--- config.mk ---
export PLATFORM = sky130hd
export DESIGN_NAME = mtu_top
export DESIGN_NICKNAME = d
export VERILOG_FILES = /design/src/mtu_pkg.sv /design/src/mtu_top.sv
export SDC_FILE = /design/constraint.sdc
export NUM_CORES = 1
export LEC_CHECK = 0
export BUFFER_PORTS_ARGS = -buffer_cell sky130_fd_sc_hd__buf_2
export CAP_MARGIN = 0
export CORE_ASPECT_RATIO = 1.2
export CORE_MARGIN = 3
export CORE_UTILIZATION = 50
export DETAILED_ROUTE_END_ITERATION = 16
export PLACE_DENSITY = 0.8
export SLEW_MARGIN = 20
export SYNTH_ARGS = -nofsm -noshare
export SYNTH_HDL_FRONTEND = slang
export SYNTH_SLANG_ARGS = --single-unit
--- constraint.sdc ---
create_clock -name clk_sys_i -period 2.4 [get_ports clk_sys_i]
set_clock_uncertainty 0.1 [all_clocks]
set_input_delay 0.24 -clock clk_sys_i [delete_from_list [all_inputs] [get_ports clk_sys_i]]
set_output_delay 0.24 -clock clk_sys_i [all_outputs]
set_load 0.005 [all_outputs]
--- src/mtu_pkg.sv ---
// Constants, field layout and modes of the multi-timer unit.
// Overview of operation
// - Timer X write with write-control 0 loads counter and reload latch together.
// - Timer X write with write-control 1 loads only the latch; underflow reloads.
// - Event pin A request follows the edge chosen by its edge switch bit.
// - Enabled real-time port copies its two data bits to pins on X underflow.
// - Real-time control going 0 to 1 drives data to pins at once.
// - Data changed while enabled waits for the next timer X underflow.
// - Timer Y has four modes; timer mode counts the divided oscillator.
// - Count source is main oscillator over 16, sub oscillator over 16 in low speed.
// - Period mode: selected edge on pin B requests and reloads timer Y.
// - Value before an edge reload is held until timer Y is read once.
// - Event mode: timer Y counts pin B edges instead of the divided clock.
// - High/low width mode: both edges of pin B request and reload.
// - Otherwise pin B request edge follows its edge switch bit.
// - Each 8-bit timer selects its source; latch unaffected by the change.
// - Timer 1 underflow can clock timer 2 or timer 3.
// - Timer 2 write with write-control 0 loads counter and latch together.
// - Timer 2 write with write-control 1 loads only the latch.
// - Enabled toggle output inverts on every timer 2 underflow.
// - Timers count down, underflow after zero, reload, and set a request bit.
// - Pulse output mode toggles event pin A on each timer X underflow.
// - Width mode counts while pin A is high (switch 0) or low (switch 1).
package mtu_pkg;
  localparam logic [5:0] IDX_TXL = 6'h20;
  localparam logic [5:0] IDX_TXH = 6'h21;
  localparam logic [5:0] IDX_TYL = 6'h22;
  localparam logic [5:0] IDX_TYH = 6'h23;
  localparam logic [5:0] IDX_T1 = 6'h24;
  localparam logic [5:0] IDX_T2 = 6'h25;
  localparam logic [5:0] IDX_T3 = 6'h26;
  localparam logic [5:0] IDX_XMODE = 6'h27;
  localparam logic [5:0] IDX_YMODE = 6'h28;
  localparam logic [5:0] IDX_T123 = 6'h29;
  localparam logic [5:0] IDX_CLKSEL = 6'h3B;
  localparam logic [5:0] IDX_REQ = 6'h3C;
  localparam int XM_WC = 2;
  localparam int XM_RTP0 = 3;
  localparam int XM_RTP1 = 4;
  localparam int XM_RTPEN = 5;
  localparam int M_EDGE = 6;
  localparam int M_STOP = 7;
  localparam int T_T2WC = 0;
  localparam int T_T1SRC = 1;
  localparam int T_T2SRC = 2;
  localparam int T_T3SRC = 3;
  localparam int T_T2TOG = 4;
  localparam int CK_LOW = 0;
  localparam int RQ_X = 0;
  localparam int RQ_Y = 1;
  localparam int RQ_T1 = 2;
  localparam int RQ_T2 = 3;
  localparam int RQ_T3 = 4;
  localparam int RQ_A = 5;
  localparam int RQ_B = 6;
  localparam int RQ_W = 7;
  localparam logic [15:0] RST_T16 = 16'hFFFF;
  localparam logic [7:0] RST_T1 = 8'hFF;
  localparam logic [7:0] RST_T2 = 8'h01;
  localparam logic [7:0] RST_T3 = 8'hFF;
  localparam logic [7:0] RST_REG = 8'h00;
  localparam int OSC_DIV = 16;
  localparam logic [3:0] DIV_LAST = 4'(OSC_DIV - 1);
  typedef enum logic [1:0] {XM_TIMER, XM_PULSE, XM_EVENT, XM_PWIDTH} mtu_xmode_t;
  typedef enum logic [1:0] {YM_TIMER, YM_PERIOD, YM_EVENT, YM_HL} mtu_ymode_t;
endpackage

--- src/mtu_top.sv ---
// Multi-timer unit: two 16-bit and three 8-bit down counters on an Avalon-MM slave.
`timescale 1ns/1ns
module mtu_top #(
  parameter int ADDR_W = 8
) (
  input wire logic clk_sys_i,
  input wire logic rstn_i,
  input wire logic [ADDR_W-1:0] avs_address_i,
  input wire logic avs_read_i,
  input wire logic avs_write_i,
  input wire logic [31:0] avs_writedata_i,
  input wire logic [3:0] avs_byteenable_i,
  output logic [31:0] avs_readdata_o,
  output logic avs_waitrequest_o,
  input wire logic main_osc_in_i,
  input wire logic sub_osc_in_i,
  input wire logic event_pin_a_i,
  output logic event_pin_a_o,
  output logic event_pin_a_oe_o,
  input wire logic event_pin_b_i,
  output logic timer2_toggle_out_o,
  output logic realtime_out_bit0_o,
  output logic realtime_out_bit1_o,
  output logic [6:0] irq_req_o
);
  if (ADDR_W < 8) begin : g_chk
    $error("ADDR_W must be at least 8");
  end

  function automatic logic is_uf(input logic tick, input logic [15:0] cnt);
    is_uf = tick && (cnt == 16'h0000);
  endfunction

  logic ack_ff;
  logic [31:0] rdata_ff;
  logic main_q_ff, sub_q_ff, pa_q_ff, pb_q_ff;
  logic [3:0] main_div_ff, sub_div_ff;
  logic [7:0] xmode_ff, ymode_ff, t123_ff, clksel_ff;
  logic [15:0] tx_ff, tx_lat_ff, ty_ff, ty_lat_ff, hold_ff;
  logic hold_v_ff;
  logic [7:0] wbuf_ff, rbuf_ff;
  logic [7:0] t1_ff, t1_lat_ff, t2_ff, t2_lat_ff, t3_ff, t3_lat_ff;
  logic tog_ff, pa_out_ff;
  logic [1:0] rtp_ff;
  logic [6:0] req_ff;
  logic [5:0] idx;
  logic [7:0] wd, rd_val;
  logic rd_start, rd_done, wr_done;
  logic main_tick, sub_tick, src_tick;
  logic pa_rise, pa_fall, pb_rise, pb_fall, a_edge, b_edge, y_edge_evt;
  logic x_tick, x_uf, y_tick, y_uf, t1_tick, t1_uf, t2_tick, t2_uf, t3_tick, t3_uf;
  logic wr_txh, wr_tyh, wr_xmode;
  logic [15:0] wval;
  mtu_pkg::mtu_xmode_t xmode;
  mtu_pkg::mtu_ymode_t ymode;

  // A one-cycle wait lets the hold release happen at the completing edge; the low-byte read buffer loads at the first edge.
  assign avs_waitrequest_o = (avs_read_i || avs_write_i) && !ack_ff;
  assign rd_start = avs_read_i && !ack_ff;
  assign rd_done = avs_read_i && ack_ff;
  assign wr_done = avs_write_i && ack_ff && avs_byteenable_i[0];
  assign idx = avs_address_i[7:2];
  assign wd = avs_writedata_i[7:0];
  assign wval = {wd, wbuf_ff};
  assign wr_txh = wr_done && (idx == mtu_pkg::IDX_TXH);
  assign wr_tyh = wr_done && (idx == mtu_pkg::IDX_TYH);
  assign wr_xmode = wr_done && (idx == mtu_pkg::IDX_XMODE);
  assign avs_readdata_o = rdata_ff;
  assign xmode = mtu_pkg::mtu_xmode_t'(xmode_ff[1:0]);
  assign ymode = mtu_pkg::mtu_ymode_t'(ymode_ff[1:0]);

  always_ff @(posedge clk_sys_i or negedge rstn_i) begin
    if (!rstn_i) begin
      ack_ff <= 1'b0;
    end else begin
      ack_ff <= (avs_read_i || avs_write_i) && !ack_ff;
    end
  end

  // Prescalers divide each oscillator input by sixteen.
  assign main_tick = main_osc_in_i && !main_q_ff && (main_div_ff == mtu_pkg::DIV_LAST);
  assign sub_tick = sub_osc_in_i && !sub_q_ff && (sub_div_ff == mtu_pkg::DIV_LAST);
  assign src_tick = clksel_ff[mtu_pkg::CK_LOW] ? sub_tick : main_tick;

  always_ff @(posedge clk_sys_i or negedge rstn_i) begin
    if (!rstn_i) begin
      main_q_ff <= 1'b0;
      sub_q_ff <= 1'b0;
      pa_q_ff <= 1'b0;
      pb_q_ff <= 1'b0;
      main_div_ff <= 4'h0;
      sub_div_ff <= 4'h0;
    end else begin
      main_q_ff <= main_osc_in_i;
      sub_q_ff <= sub_osc_in_i;
      pa_q_ff <= event_pin_a_i;
      pb_q_ff <= event_pin_b_i;
      if (main_osc_in_i && !main_q_ff) begin
        main_div_ff <= main_div_ff + 4'h1;
      end
      if (sub_osc_in_i && !sub_q_ff) begin
        sub_div_ff <= sub_div_ff + 4'h1;
      end
    end
  end

  assign pa_rise = event_pin_a_i && !pa_q_ff;
  assign pa_fall = !event_pin_a_i && pa_q_ff;
  assign pb_rise = event_pin_b_i && !pb_q_ff;
  assign pb_fall = !event_pin_b_i && pb_q_ff;
  assign a_edge = xmode_ff[mtu_pkg::M_EDGE] ? pa_fall : pa_rise;
  assign b_edge = (ymode == mtu_pkg::YM_HL) ? (pb_rise || pb_fall) :
                  (ymode_ff[mtu_pkg::M_EDGE] ? pb_fall : pb_rise);
  assign y_edge_evt = ((ymode == mtu_pkg::YM_PERIOD) || (ymode == mtu_pkg::YM_HL)) && b_edge;

  always_comb begin
    case (xmode)
      mtu_pkg::XM_EVENT: x_tick = a_edge;
      mtu_pkg::XM_PWIDTH: x_tick = src_tick && (event_pin_a_i == !xmode_ff[mtu_pkg::M_EDGE]);
      default: x_tick = src_tick;
    endcase
    if (xmode_ff[mtu_pkg::M_STOP]) begin
      x_tick = 1'b0;
    end
  end

  // Event mode counts pin B edges; every other mode counts the divided clock.
  assign y_tick = !ymode_ff[mtu_pkg::M_STOP] &&
                  ((ymode == mtu_pkg::YM_EVENT) ? b_edge : src_tick);
  assign x_uf = is_uf(x_tick, tx_ff);
  assign y_uf = is_uf(y_tick, ty_ff);
  assign t1_tick = t123_ff[mtu_pkg::T_T1SRC] ? sub_tick : src_tick;
  assign t1_uf = is_uf(t1_tick, {8'h00, t1_ff});
  assign t2_tick = t123_ff[mtu_pkg::T_T2SRC] ? t1_uf : src_tick;
  assign t2_uf = is_uf(t2_tick, {8'h00, t2_ff});
  assign t3_tick = t123_ff[mtu_pkg::T_T3SRC] ? t1_uf : src_tick;
  assign t3_uf = is_uf(t3_tick, {8'h00, t3_ff});

  // Mode and control registers.
  always_ff @(posedge clk_sys_i or negedge rstn_i) begin
    if (!rstn_i) begin
      xmode_ff <= mtu_pkg::RST_REG;
      ymode_ff <= mtu_pkg::RST_REG;
      t123_ff <= mtu_pkg::RST_REG;
      clksel_ff <= mtu_pkg::RST_REG;
    end else if (wr_done) begin
      if (idx == mtu_pkg::IDX_XMODE) begin
        xmode_ff <= wd;
      end else if (idx == mtu_pkg::IDX_YMODE) begin
        ymode_ff <= wd;
      end else if (idx == mtu_pkg::IDX_T123) begin
        t123_ff <= wd;
      end else if (idx == mtu_pkg::IDX_CLKSEL) begin
        clksel_ff <= {7'h00, wd[mtu_pkg::CK_LOW]};
      end
    end
  end

  // Low byte is staged; the high-byte access moves the whole word.
  always_ff @(posedge clk_sys_i or negedge rstn_i) begin
    if (!rstn_i) begin
      wbuf_ff <= 8'h00;
      rbuf_ff <= 8'h00;
    end else begin
      if (wr_done && ((idx == mtu_pkg::IDX_TXL) || (idx == mtu_pkg::IDX_TYL))) begin
        wbuf_ff <= wd;
      end
      if (rd_start && (idx == mtu_pkg::IDX_TXH)) begin
        rbuf_ff <= tx_ff[7:0];
      end else if (rd_start && (idx == mtu_pkg::IDX_TYH)) begin
        rbuf_ff <= hold_v_ff ? hold_ff[7:0] : ty_ff[7:0];
      end
    end
  end

  always_ff @(posedge clk_sys_i or negedge rstn_i) begin
    if (!rstn_i) begin
      tx_ff <= mtu_pkg::RST_T16;
      tx_lat_ff <= mtu_pkg::RST_T16;
    end else begin
      if (wr_txh) begin
        tx_lat_ff <= wval;
      end
      if (wr_txh && !xmode_ff[mtu_pkg::XM_WC]) begin
        tx_ff <= wval;
      end else if (x_uf) begin
        tx_ff <= tx_lat_ff;
      end else if (x_tick) begin
        tx_ff <= tx_ff - 16'h0001;
      end
    end
  end

  always_ff @(posedge clk_sys_i or negedge rstn_i) begin
    if (!rstn_i) begin
      ty_ff <= mtu_pkg::RST_T16;
      ty_lat_ff <= mtu_pkg::RST_T16;
      hold_ff <= 16'h0000;
      hold_v_ff <= 1'b0;
    end else begin
      if (wr_tyh) begin
        ty_lat_ff <= wval;
        ty_ff <= wval;
      end else if (y_edge_evt || y_uf) begin
        ty_ff <= ty_lat_ff;
      end else if (y_tick) begin
        ty_ff <= ty_ff - 16'h0001;
      end
      // A new capture wins over the read that would release the old one.
      if (y_edge_evt && !wr_tyh) begin
        hold_ff <= ty_ff;
        hold_v_ff <= 1'b1;
      end else if (rd_done && (idx == mtu_pkg::IDX_TYL)) begin
        hold_v_ff <= 1'b0;
      end
    end
  end

  always_ff @(posedge clk_sys_i or negedge rstn_i) begin
    if (!rstn_i) begin
      t1_ff <= mtu_pkg::RST_T1;
      t1_lat_ff <= mtu_pkg::RST_T1;
      t2_ff <= mtu_pkg::RST_T2;
      t2_lat_ff <= mtu_pkg::RST_T2;
      t3_ff <= mtu_pkg::RST_T3;
      t3_lat_ff <= mtu_pkg::RST_T3;
    end else begin
      if (wr_done && (idx == mtu_pkg::IDX_T1)) begin
        t1_ff <= wd;
        t1_lat_ff <= wd;
      end else if (t1_uf) begin
        t1_ff <= t1_lat_ff;
      end else if (t1_tick) begin
        t1_ff <= t1_ff - 8'h01;
      end
      if (wr_done && (idx == mtu_pkg::IDX_T2)) begin
        t2_lat_ff <= wd;
      end
      if (wr_done && (idx == mtu_pkg::IDX_T2) && !t123_ff[mtu_pkg::T_T2WC]) begin
        t2_ff <= wd;
      end else if (t2_uf) begin
        t2_ff <= t2_lat_ff;
      end else if (t2_tick) begin
        t2_ff <= t2_ff - 8'h01;
      end
      if (wr_done && (idx == mtu_pkg::IDX_T3)) begin
        t3_ff <= wd;
        t3_lat_ff <= wd;
      end else if (t3_uf) begin
        t3_ff <= t3_lat_ff;
      end else if (t3_tick) begin
        t3_ff <= t3_ff - 8'h01;
      end
    end
  end

  // Pin outputs: pulse output, toggle output and the real-time port.
  always_ff @(posedge clk_sys_i or negedge rstn_i) begin
    if (!rstn_i) begin
      pa_out_ff <= 1'b0;
      tog_ff <= 1'b0;
      rtp_ff <= 2'b00;
    end else begin
      if (x_uf && (xmode == mtu_pkg::XM_PULSE)) begin
        pa_out_ff <= !pa_out_ff;
      end
      if (t2_uf && t123_ff[mtu_pkg::T_T2TOG]) begin
        tog_ff <= !tog_ff;
      end
      if (wr_xmode && !xmode_ff[mtu_pkg::XM_RTPEN] && wd[mtu_pkg::XM_RTPEN]) begin
        rtp_ff <= {wd[mtu_pkg::XM_RTP1], wd[mtu_pkg::XM_RTP0]};
      end else if (x_uf && xmode_ff[mtu_pkg::XM_RTPEN]) begin
        rtp_ff <= {xmode_ff[mtu_pkg::XM_RTP1], xmode_ff[mtu_pkg::XM_RTP0]};
      end
    end
  end

  assign event_pin_a_o = pa_out_ff;
  assign event_pin_a_oe_o = (xmode == mtu_pkg::XM_PULSE);
  assign timer2_toggle_out_o = tog_ff;
  assign realtime_out_bit0_o = rtp_ff[0];
  assign realtime_out_bit1_o = rtp_ff[1];
  assign irq_req_o = req_ff;

  // Request bits clear by writing one; a same-cycle event keeps the bit set.
  always_ff @(posedge clk_sys_i or negedge rstn_i) begin
    if (!rstn_i) begin
      req_ff <= 7'h00;
    end else begin
      req_ff <= (req_ff & ~((wr_done && (idx == mtu_pkg::IDX_REQ)) ? wd[6:0] : 7'h00)) |
                {b_edge, a_edge, t3_uf, t2_uf, t1_uf, y_uf, x_uf};
    end
  end

  always_comb begin
    if (idx == mtu_pkg::IDX_TXL) begin
      rd_val = rbuf_ff;
    end else if (idx == mtu_pkg::IDX_TXH) begin
      rd_val = tx_ff[15:8];
    end else if (idx == mtu_pkg::IDX_TYL) begin
      rd_val = rbuf_ff;
    end else if (idx == mtu_pkg::IDX_TYH) begin
      rd_val = hold_v_ff ? hold_ff[15:8] : ty_ff[15:8];
    end else if (idx == mtu_pkg::IDX_T1) begin
      rd_val = t1_ff;
    end else if (idx == mtu_pkg::IDX_T2) begin
      rd_val = t2_ff;
    end else if (idx == mtu_pkg::IDX_T3) begin
      rd_val = t3_ff;
    end else if (idx == mtu_pkg::IDX_XMODE) begin
      rd_val = xmode_ff;
    end else if (idx == mtu_pkg::IDX_YMODE) begin
      rd_val = ymode_ff;
    end else if (idx == mtu_pkg::IDX_T123) begin
      rd_val = t123_ff;
    end else if (idx == mtu_pkg::IDX_CLKSEL) begin
      rd_val = clksel_ff;
    end else if (idx == mtu_pkg::IDX_REQ) begin
      rd_val = {1'b0, req_ff};
    end else begin
      rd_val = 8'h00;
    end
  end

  always_ff @(posedge clk_sys_i or negedge rstn_i) begin
    if (!rstn_i) begin
      rdata_ff <= 32'h00000000;
    end else if (rd_start) begin
      rdata_ff <= {24'h000000, rd_val};
    end
  end
endmodule

==> results of run 1 <==
## path summary, 6_finish.rpt
check	from	endpoint	slack [ns]	depth (start not counted)
max in group asynchronous	rstn_i	ty_ff[3]$_DFFE_PN1P_	1.18	3
min reg2reg	t3_lat_ff[2]$_DFFE_PN1P_	t3_lat_ff[2]$_DFFE_PN1P_	0.36	2
max reg2reg	t1_ff[1]$_DFFE_PN1P_	t2_ff[2]$_DFFE_PN0P_	0.08	8
min	avs_read_i	ack_ff$_DFF_PN0_	0.02	3
max	t1_ff[1]$_DFFE_PN1P_	t2_ff[2]$_DFFE_PN0P_	0.08	8
min in group asynchronous	rstn_i	t2_ff[5]$_DFFE_PN0P_	0.20	2
## timing repair
action | 4_1_cts | 5_1_grt
endpoints found under the hold margin | 37 | 0
pin swaps | 0 | 8
setup endpoints to repair | 2 | 34
setup buffers | 0 | 3
cloned | 0 | 1
gates resized for setup | 2 | 24
hold buffers | 5 | 0
## cell families after synthesis
| logic type | share of synthesized area |
|---|---|
| flip-flops | 0.466 |
| other | 0.000337 |
| buffers and inverters | 0.0492 |
| AO/OA/AOI/OAI | 0.160 |
| multiplexers | 0.104 |
| XOR/XNOR | 0.0213 |
| adder cells (fa/ha/maj) | 0.0101 |
| AND/OR/NAND/NOR | 0.190 |
## per-layer routing
layer / share of wire / vias to the layer above / wire (um)
li1: - / 4385 / -
met1: 0.40 / 4703 / 12900
met2: 0.48 / 425 / 15400
met3: 0.061 / 114 / 1960
met4: 0.058 / 0 / 1870
met5: 0 / - / 0
## registers in the layout, summed over array words and instances (netlist names), 16 cells and up
register   cells
tx_lat_ff     16
hold_ff       16
ty_lat_ff     16
tx_ff         16
ty_ff         16
## power by group
| part | switching (mW) | leakage [nW] | internal [mW] |
|---|---|---|---|
| Clock | 1.34 | 0.308 | 1.71 |
| Sequential | 0.770 | 2.39 | 4.22 |
| Combinational | 1.65 | 2.96 | 1.52 |
## critical path, delay by kind of cell, from the launching register on
family,cells,cell delay [ns]
adders and majority gates,1,0.17
and+or+nand+nor,3,1.07
DFF,1,0.37
AOI/OAI and AO/OA,3,0.47
buffers and inverters,1,0.07
## per-stage QoR
stage / utilization / worst slack [ns] / instance area, sq um / instances
final: 0.587 / 0.0778 / 12800 / 1568
after global routing: 0.587 / -0.0189 / 12800 / 1568
after detailed placement: 0.551 / 0.0101 / 12000 / 1522
after CTS: 0.582 / 0.000381 / 12700 / 1564
after global placement: 0.551 / 0.0605 / 12000 / 1522
after floorplan: - / 0.00976 / 11200 / 1211
## placed cells by master, fill, tap and decap left out, drive strengths merged, types with 5 or more instances in the layout
cell and count:
nand4 10, clkbuf 32, inv 25, xnor2 18
o2111ai 6, dlygate4sd3 5, a32oi 6, nor4 12
and2 7, conb 24, nor2b 7, a22oi 11
a31oi 27, ha 9, or2 5, a22o 10
mux2i 22, nor2 87, nand2b 16, clkinv 5
a21oi 53, nor3 35, o211ai 16, nand2 212
mux2 83, o31ai 10, o311ai 7, xor2 9
dfrtp 104, or4 5, or3 11, a211oi 5
o21ai 77, a21o 5, buf 131, o22ai 13
nand3 27, dfstp 98
## final cells by class
type,instances,area [sq um]
Clock inverter,6,32.5
Multi-Input combinational cell,893,5560
Inverter,25,93.8
Timing Repair Buffer,137,987
Sequential cell,202,5180
Tap cell,274,343
Clock buffer,31,593
Fill cell,1854,8990
==> summary.json, run 1 <==
{
  "run_status": "completed",
  "global_route.usage.met3": 0.0352,
  "unrepaired_setup_endpoints_after_global_routing": "yes",
  "grt_usage": 0.261,
  "crit_path_end_kind": "flip-flop",
  "place.port_buffers": 43,
  "detailed_place_hpwl_mm": 22.6,
  "wire_length_of_the_first_global_routing_pass_mm": 50.5,
  "max_stage_delay_ns": 0.47,
  "netlist_top_cells_area": "sky130_fd_sc_hd__dfrtp_1, sky130_fd_sc_hd__dfstp_2, sky130_fd_sc_hd__mux2_2, sky130_fd_sc_hd__nand2_1, sky130_fd_sc_hd__o21ai_0",
  "synthCells": 1188,
  "routabilityCongestion": 0.982,
  "chipWidth_um": 142,
  "cts.htree.levels": 1,
  "firstDrtPassIters": 8,
  "nNetsFinal": 1341,
  "critical_path.slowest_cell": "sky130_fd_sc_hd__or4_1",
  "power.total_mw": 11.2,
  "avgViaCountPerCell": 6.14,
  "clock_sink_count": 202,
  "source_to_sink_clock_delay_at_the_later_pin_of_the_worst_skew_pair_ns": 0.50,
  "drt-wirelength-per-cell_um": 20.5,
  "min-delay-path-class": "primary input to flip-flop",
  "maximum_number_of_pins_on_one_net_before_global_route_repair": 68,
  "grt_use_met1": 0.337,
  "max-vdd-ir-drop_v": 0.000382,
  "post_synthesis_register_bit_count": 202,
  "synthesis.area_sq_um": 11100,
  "hold_viol_final": 0,
  "period_utilization_post_route": 0.968,
  "area_growth_syn_to_layout_pct": 15.0,
  "fin_worst_hold_slack_ns": 0.0225,
  "ant_nets": 0,
  "yosysWarnings": 0,
  "yosys-top-cells-count": "sky130_fd_sc_hd__nand2_1, sky130_fd_sc_hd__dfrtp_1, sky130_fd_sc_hd__dfstp_2",
  "synth_enable_flop_cells": 0,
  "cts-root-to-sink-buffers": 3,
  "critPathKind": "flip-flop to flip-flop",
  "clkTransAtPathRegs_ns": 0.06,
  "total_detailed_routing_wirelength_mm": 32.1,
  "synthDominantAreaCellType": "sky130_fd_sc_hd__dfrtp_1",
  "power.density_cell_area_nw_per_um2": 877,
  "synth_ff_type": "sky130_fd_sc_hd__dfrtp_1",
  "highest_fanout_seen_on_the_critical_path": 6,
  "cts_root_buffer": "sky130_fd_sc_hd__clkbuf_16",
  "initial_antenna_violation_count": 0,
  "synth-seq-area-share": 0.466,
  "post-synth-top-area-fraction": 0.234,
  "antenna_cells": 0,
  "timing.max_cap.violations": 0,
  "die_h_um": 169,
  "drc_errors": 0,
  "io_pins": 97,
  "layout-drive-gt1-share": 0.293,
  "postSynthAreaPerCell_sq_um": 9.36,
  "core-area_sq_um": 21800,
  "yosys.cell_types.count": 76,
  "setup_total_negative_slack_ns": 0,
  "setup_viol_count_final": 0,
  "tritoncts.num_buffers": 21,
  "timing_max_transition_violations_final": 0,
  "initial_core_util": 0.511,
  "synth_most_common_cell": "sky130_fd_sc_hd__nand2_1",
  "timing.critical_path.cells": "inv_1 -> ha_2 -> or3b_4 -> nor3_4 -> o21ai_2 -> a21o_4 -> or4_1 -> a31oi_1",
  "grt_overflow": 0,
  "vias": 9627,
  "leakagePower_nw": 5.66,
  "dr.first_iter.drc_count": 911,
  "timing_worst_slew_pin_value_ns": 0.626,
  "vias_in_the_first_global_route": 9361,
  "postSynth.asyncResetShare": 1.00,
  "number_of_standard_cell_rows_in_the_floorplan": 59,
  "cts_tree": "built",
  "busiest_layer_in_global_routing": "met2",
  "worst-endpoint-required_ns": 2.73,
  "fmax_mhz": 431,
  "cp-start-kind": "flip-flop",
  "worst_ep_arrival_time_ns": 2.65,
  "grt_use_met2": 0.429,
  "dieArea_sq_um": 24100,
  "relative_slew_margins": 0.581,
  "fin_crit_ns": 2.32
}
No activity file was read; power rests on OpenSTA's default activity.
==> run 2, diff against run 1 <==
BUFFER_PORTS_ARGS = default   (was -buffer_cell sky130_fd_sc_hd__buf_2)
DONT_BUFFER_PORTS = 1   (was default)
PLACE_DENSITY = 0.77   (was 0.8)
==> summary.json, run 2 (same netlist as run 1, synthesis figures left out) <==
{
  "worst_r2r_start": "main_div_ff[1]$_DFFE_PN0P_",
  "area_growth_syn_to_layout_pct": 14.2,
  "chipWidth": {"value": 142, "unit": "um", "change": "unchanged"},
  "timing_worst_slew_pin_value": {"value": 1.02, "unit": "ns", "change": "+0.396 ns"},
  "post_dp_cell_area": {"value": 11600, "unit": "sq um", "change": "-3.3%"},
  "reg2reg_setup_slack": {"value": 0.04, "unit": "ns", "change": "-0.04 ns"},
  "violations": "hold timing",
  "power.density_cell_area": {"value": 893, "unit": "nW/um^2", "change": "+1.9%"},
  "ff_latch_area": {"value": 5180, "unit": "sq um", "change": "unchanged"},
  "grt_usage": {"value": 0.262, "change": "+0.000441"},
  "highest_fanout_seen_on_the_critical_path": {"value": 7, "change": "+1"},
  "number_of_standard_cell_rows_in_the_floorplan": {"value": 59, "change": "unchanged"},
  "area_taken_by_multi_input_logic_gates": {"value": 5620, "unit": "sq um", "change": "+0.97%"},
  "mostFrequentLayoutCell": "sky130_fd_sc_hd__nand2_1",
  "period_utilization_post_route": {"value": 0.985, "change": "+0.0175"},
  "fmax": {"value": 423, "unit": "MHz", "change": "-1.8%"},
  "wire_length_of_the_first_global_routing_pass": {"value": 50.3, "unit": "mm", "change": "-0.52%"},
  "detailed_place_hpwl": {"value": 21.3, "unit": "mm", "change": "-5.8%"},
  "maximum_number_of_pins_on_one_net_before_global_route_repair": {"value": 203, "change": "+200%"},
  "worst_ep_arrival_time": {"value": 2.69, "unit": "ns", "change": "+0.04 ns"},
  "ant_nets": {"value": 0, "change": "unchanged"},
  "hold_viol_final": {"value": 202, "change": "+202"},
  "cts_root_buffer": "sky130_fd_sc_hd__clkbuf_16",
  "crit_path_end_kind": "flip-flop",
  "source_to_sink_clock_delay_at_the_later_pin_of_the_worst_skew_pair": {"value": 0.50, "unit": "ns", "change": "about the same"},
  "avgViaCountPerCell": {"value": 6.27, "change": "+2.1%"},
  "r2r_cells": {"value": 9, "change": "+1"},
  "fin_worst_hold_slack": {"value": -0.664, "unit": "ns", "change": "-0.686 ns"},
  "cts_tree": "built",
  "relative_slew_margins": {"value": 0.316, "change": "-0.265"},
  "critical_path.slowest_cell": "sky130_fd_sc_hd__or4_4",
  "worst-endpoint-required": {"value": 2.73, "unit": "ns", "change": "about the same"},
  "timing.critical_path.cells": "ha_2 -> nand4b_1 -> buf_4 -> nor3_1 -> buf_4 -> o21ai_4 -> a21o_4 -> or4_4 -> a31oi_4",
  "worst-path-buf-inv": {"value": 2, "change": "+1"},
  "cp-start-kind": "flip-flop",
  "clkTransAtPathRegs": {"value": 0.06, "unit": "ns", "change": "about the same"},
  "utilization": {"value": 0.583, "change": "-0.00419"},
  "min-delay-path-class": "primary input to asynchronous set/reset pin",
  "vias_in_the_first_global_route": {"value": 9111, "change": "-2.7%"},
  "dr.first_iter.drc_count": {"value": 1030, "change": "+13%"},
  "run_status": "complete, but fails checks",
  "fill_cells": {"value": 1837, "change": "-0.92%"},
  "setup_total_negative_slack": {"value": 0, "unit": "ns", "change": "unchanged"},
  "power.total": {"value": 11.3, "unit": "mW", "change": "+1.2%"},
  "die_h": {"value": 169, "unit": "um", "change": "unchanged"},
  "firstDrtPassIters": {"value": 5, "change": "-3"},
  "drc_errors": {"value": 0, "change": "unchanged"},
  "regToRegEndpoint": "t2_ff[2]$_DFFE_PN0P_",
  "timing.max_cap.violations": {"value": 0, "change": "unchanged"},
  "place.port_buffers": {"value": 0, "change": "-100%"},
  "clock_sink_count": {"value": 202, "change": "unchanged"},
  "routabilityCongestion": {"value": 0.952, "change": "-3.1%"},
  "initial_antenna_violation_count": {"value": 1, "change": "+1"},
  "leakagePower": {"value": 5.50, "unit": "nW", "change": "-2.9%"},
  "cts-root-to-sink-buffers": {"value": 3, "change": "unchanged"},
  "initial_core_util": {"value": 0.511, "change": "unchanged"},
  "nNetsFinal": {"value": 1300, "change": "-3.1%"},
  "total_detailed_routing_wirelength": {"value": 32.6, "unit": "mm", "change": "+1.6%"},
  "max-vdd-ir-drop": {"value": 0.000437, "unit": "V", "change": "+14%"},
  "cts.htree.levels": {"value": 1, "change": "unchanged"},
  "grt_overflow": {"value": 0, "change": "unchanged"},
  "timing_max_transition_violations_final": {"value": 0, "change": "unchanged"},
  "unrepaired_setup_endpoints_after_global_routing": "yes",
  "max_stage_delay": {"value": 0.50, "unit": "ns", "change": "+0.03 ns"},
  "crit_start": "main_div_ff[1]$_DFFE_PN0P_",
  "crit_path_frequent_cell": "sky130_fd_sc_hd__buf_4",
  "tritoncts.num_buffers": {"value": 22, "change": "+4.8%"},
  "layout-drive-gt1-share": {"value": 0.261, "change": "-0.0315"},
  "setup_viol_count_final": {"value": 0, "change": "unchanged"},
  "fin_crit": {"value": 2.36, "unit": "ns", "change": "+0.0420 ns"},
  "timing.critical_path.max_delay_family": "simple AND/OR/NAND/NOR gates",
  "leading_cell_types_in_the_layout_fill_and_taps_excluded": "sky130_fd_sc_hd__nand2_1, sky130_fd_sc_hd__dfrtp_1, sky130_fd_sc_hd__dfstp_2, sky130_fd_sc_hd__nor2_1, sky130_fd_sc_hd__mux2_2",
  "vias": {"value": 9590, "change": "-0.38%"},
  "cts_hold_buf": {"value": 19, "change": "+14"},
  "io_pins": {"value": 97, "change": "unchanged"},
  "drt-wirelength-per-cell": {"value": 21.3, "unit": "um", "change": "+4.1%"},
  "critPathKind": "flip-flop to flip-flop",
  "core-area": {"value": 21800, "unit": "sq um", "change": "unchanged"},
  "dieArea": {"value": 24100, "unit": "sq um", "change": "unchanged"},
  "final_area": {"value": 12700, "unit": "sq um", "change": "-0.71%"}
}
==> run 2: changes by cell type in the layout (fill, tap and decap cells not counted), sizes merged <==
cell and change:
diode +1, buf -56, a21oi +1, clkinv -3, clkinvlp -1, dlygate4sd3 +14
clkbuf +6
==> run 2: routing by layer <==
| metal | GRT usage | vias to the layer above | part of all wire |
|---|---|---|---|
| met5 | 0 | - | 0 |
| met4 | 0.130 | 0 | 0.055 |
| met3 | 0.0502 | 117 | 0.079 |
| met2 | 0.430 | 454 | 0.48 |
| met1 | 0.330 | 4694 | 0.39 |
| li1 | - | 4325 | - |
==> run 2: area by class of cell <==
class | instances | share of cell area
Clock buffer | 38 | 0.0537
Sequential cell | 202 | 0.408
Tap cell | 274 | 0.0270
Clock inverter | 2 | 0.000788
Multi-Input combinational cell | 894 | 0.442
Timing Repair Buffer | 94 | 0.0609
Antenna cell | 1 | 0.000197
Inverter | 25 | 0.00739
==> run 2: worst reg2reg max path: cells and delay by family (launching register included) <==
kind            cells  cell delay [ns]
simple gates        3             0.80
compound gates      3             0.47
flops               1             0.37
buf+inv             2             0.35
fa+ha+maj           1             0.19
==> run 2: worst max path at each step <==
| stage | slack [ns] | cells past startpoint | to |
|---|---|---|---|
| 6_report | 0.04 | 9 | t2_ff[2]$_DFFE_PN0P_ |
| 3_3_place_gp | 0.07 | 8 | tx_ff[15]$_DFFE_PN1P_ |
| 5_1_grt | -0.02 | 9 | t2_ff[2]$_DFFE_PN0P_ |
| 3_5_place_dp | -0.01 | 9 | t2_ff[5]$_DFFE_PN0P_ |
| 4_1_cts | 0.01 | 8 | t2_ff[2]$_DFFE_PN0P_ |
| 2_1_floorplan | 0.01 | 9 | t2_ff[2]$_DFFE_PN0P_ |
==> run 2: report_power, final <==
group	switching, mW	total (mW)	internal, mW	leakage [nW]
logic	1.52	3.00	1.47	2.77
clock network	1.36	3.28	1.92	0.339
registers	0.849	5.07	4.22	2.39
total	3.73	11.3	7.61	5.50
==> run 2: what timing repair did <==
item	in CTS	in global routing
hold endpoints to repair	350	202
setup endpoints to repair	4	32
setup buffers	3	7
gates resized for setup	2	29
pin swaps	2	2
cloned	0	1
==> run 2: metrics by stage <==
step | setup WS (ns) | std cells | hold slack [ns]
detailed placement | -0.0101 | 1459 | -0.147
global route | -0.0158 | 1530 | -0.675
CTS | 0.00977 | 1521 | -0.673
global placement | 0.0666 | 1459 | -0.149
floorplan | 0.00976 | 1211 | -0.156
finish | 0.0358 | 1530 | -0.664
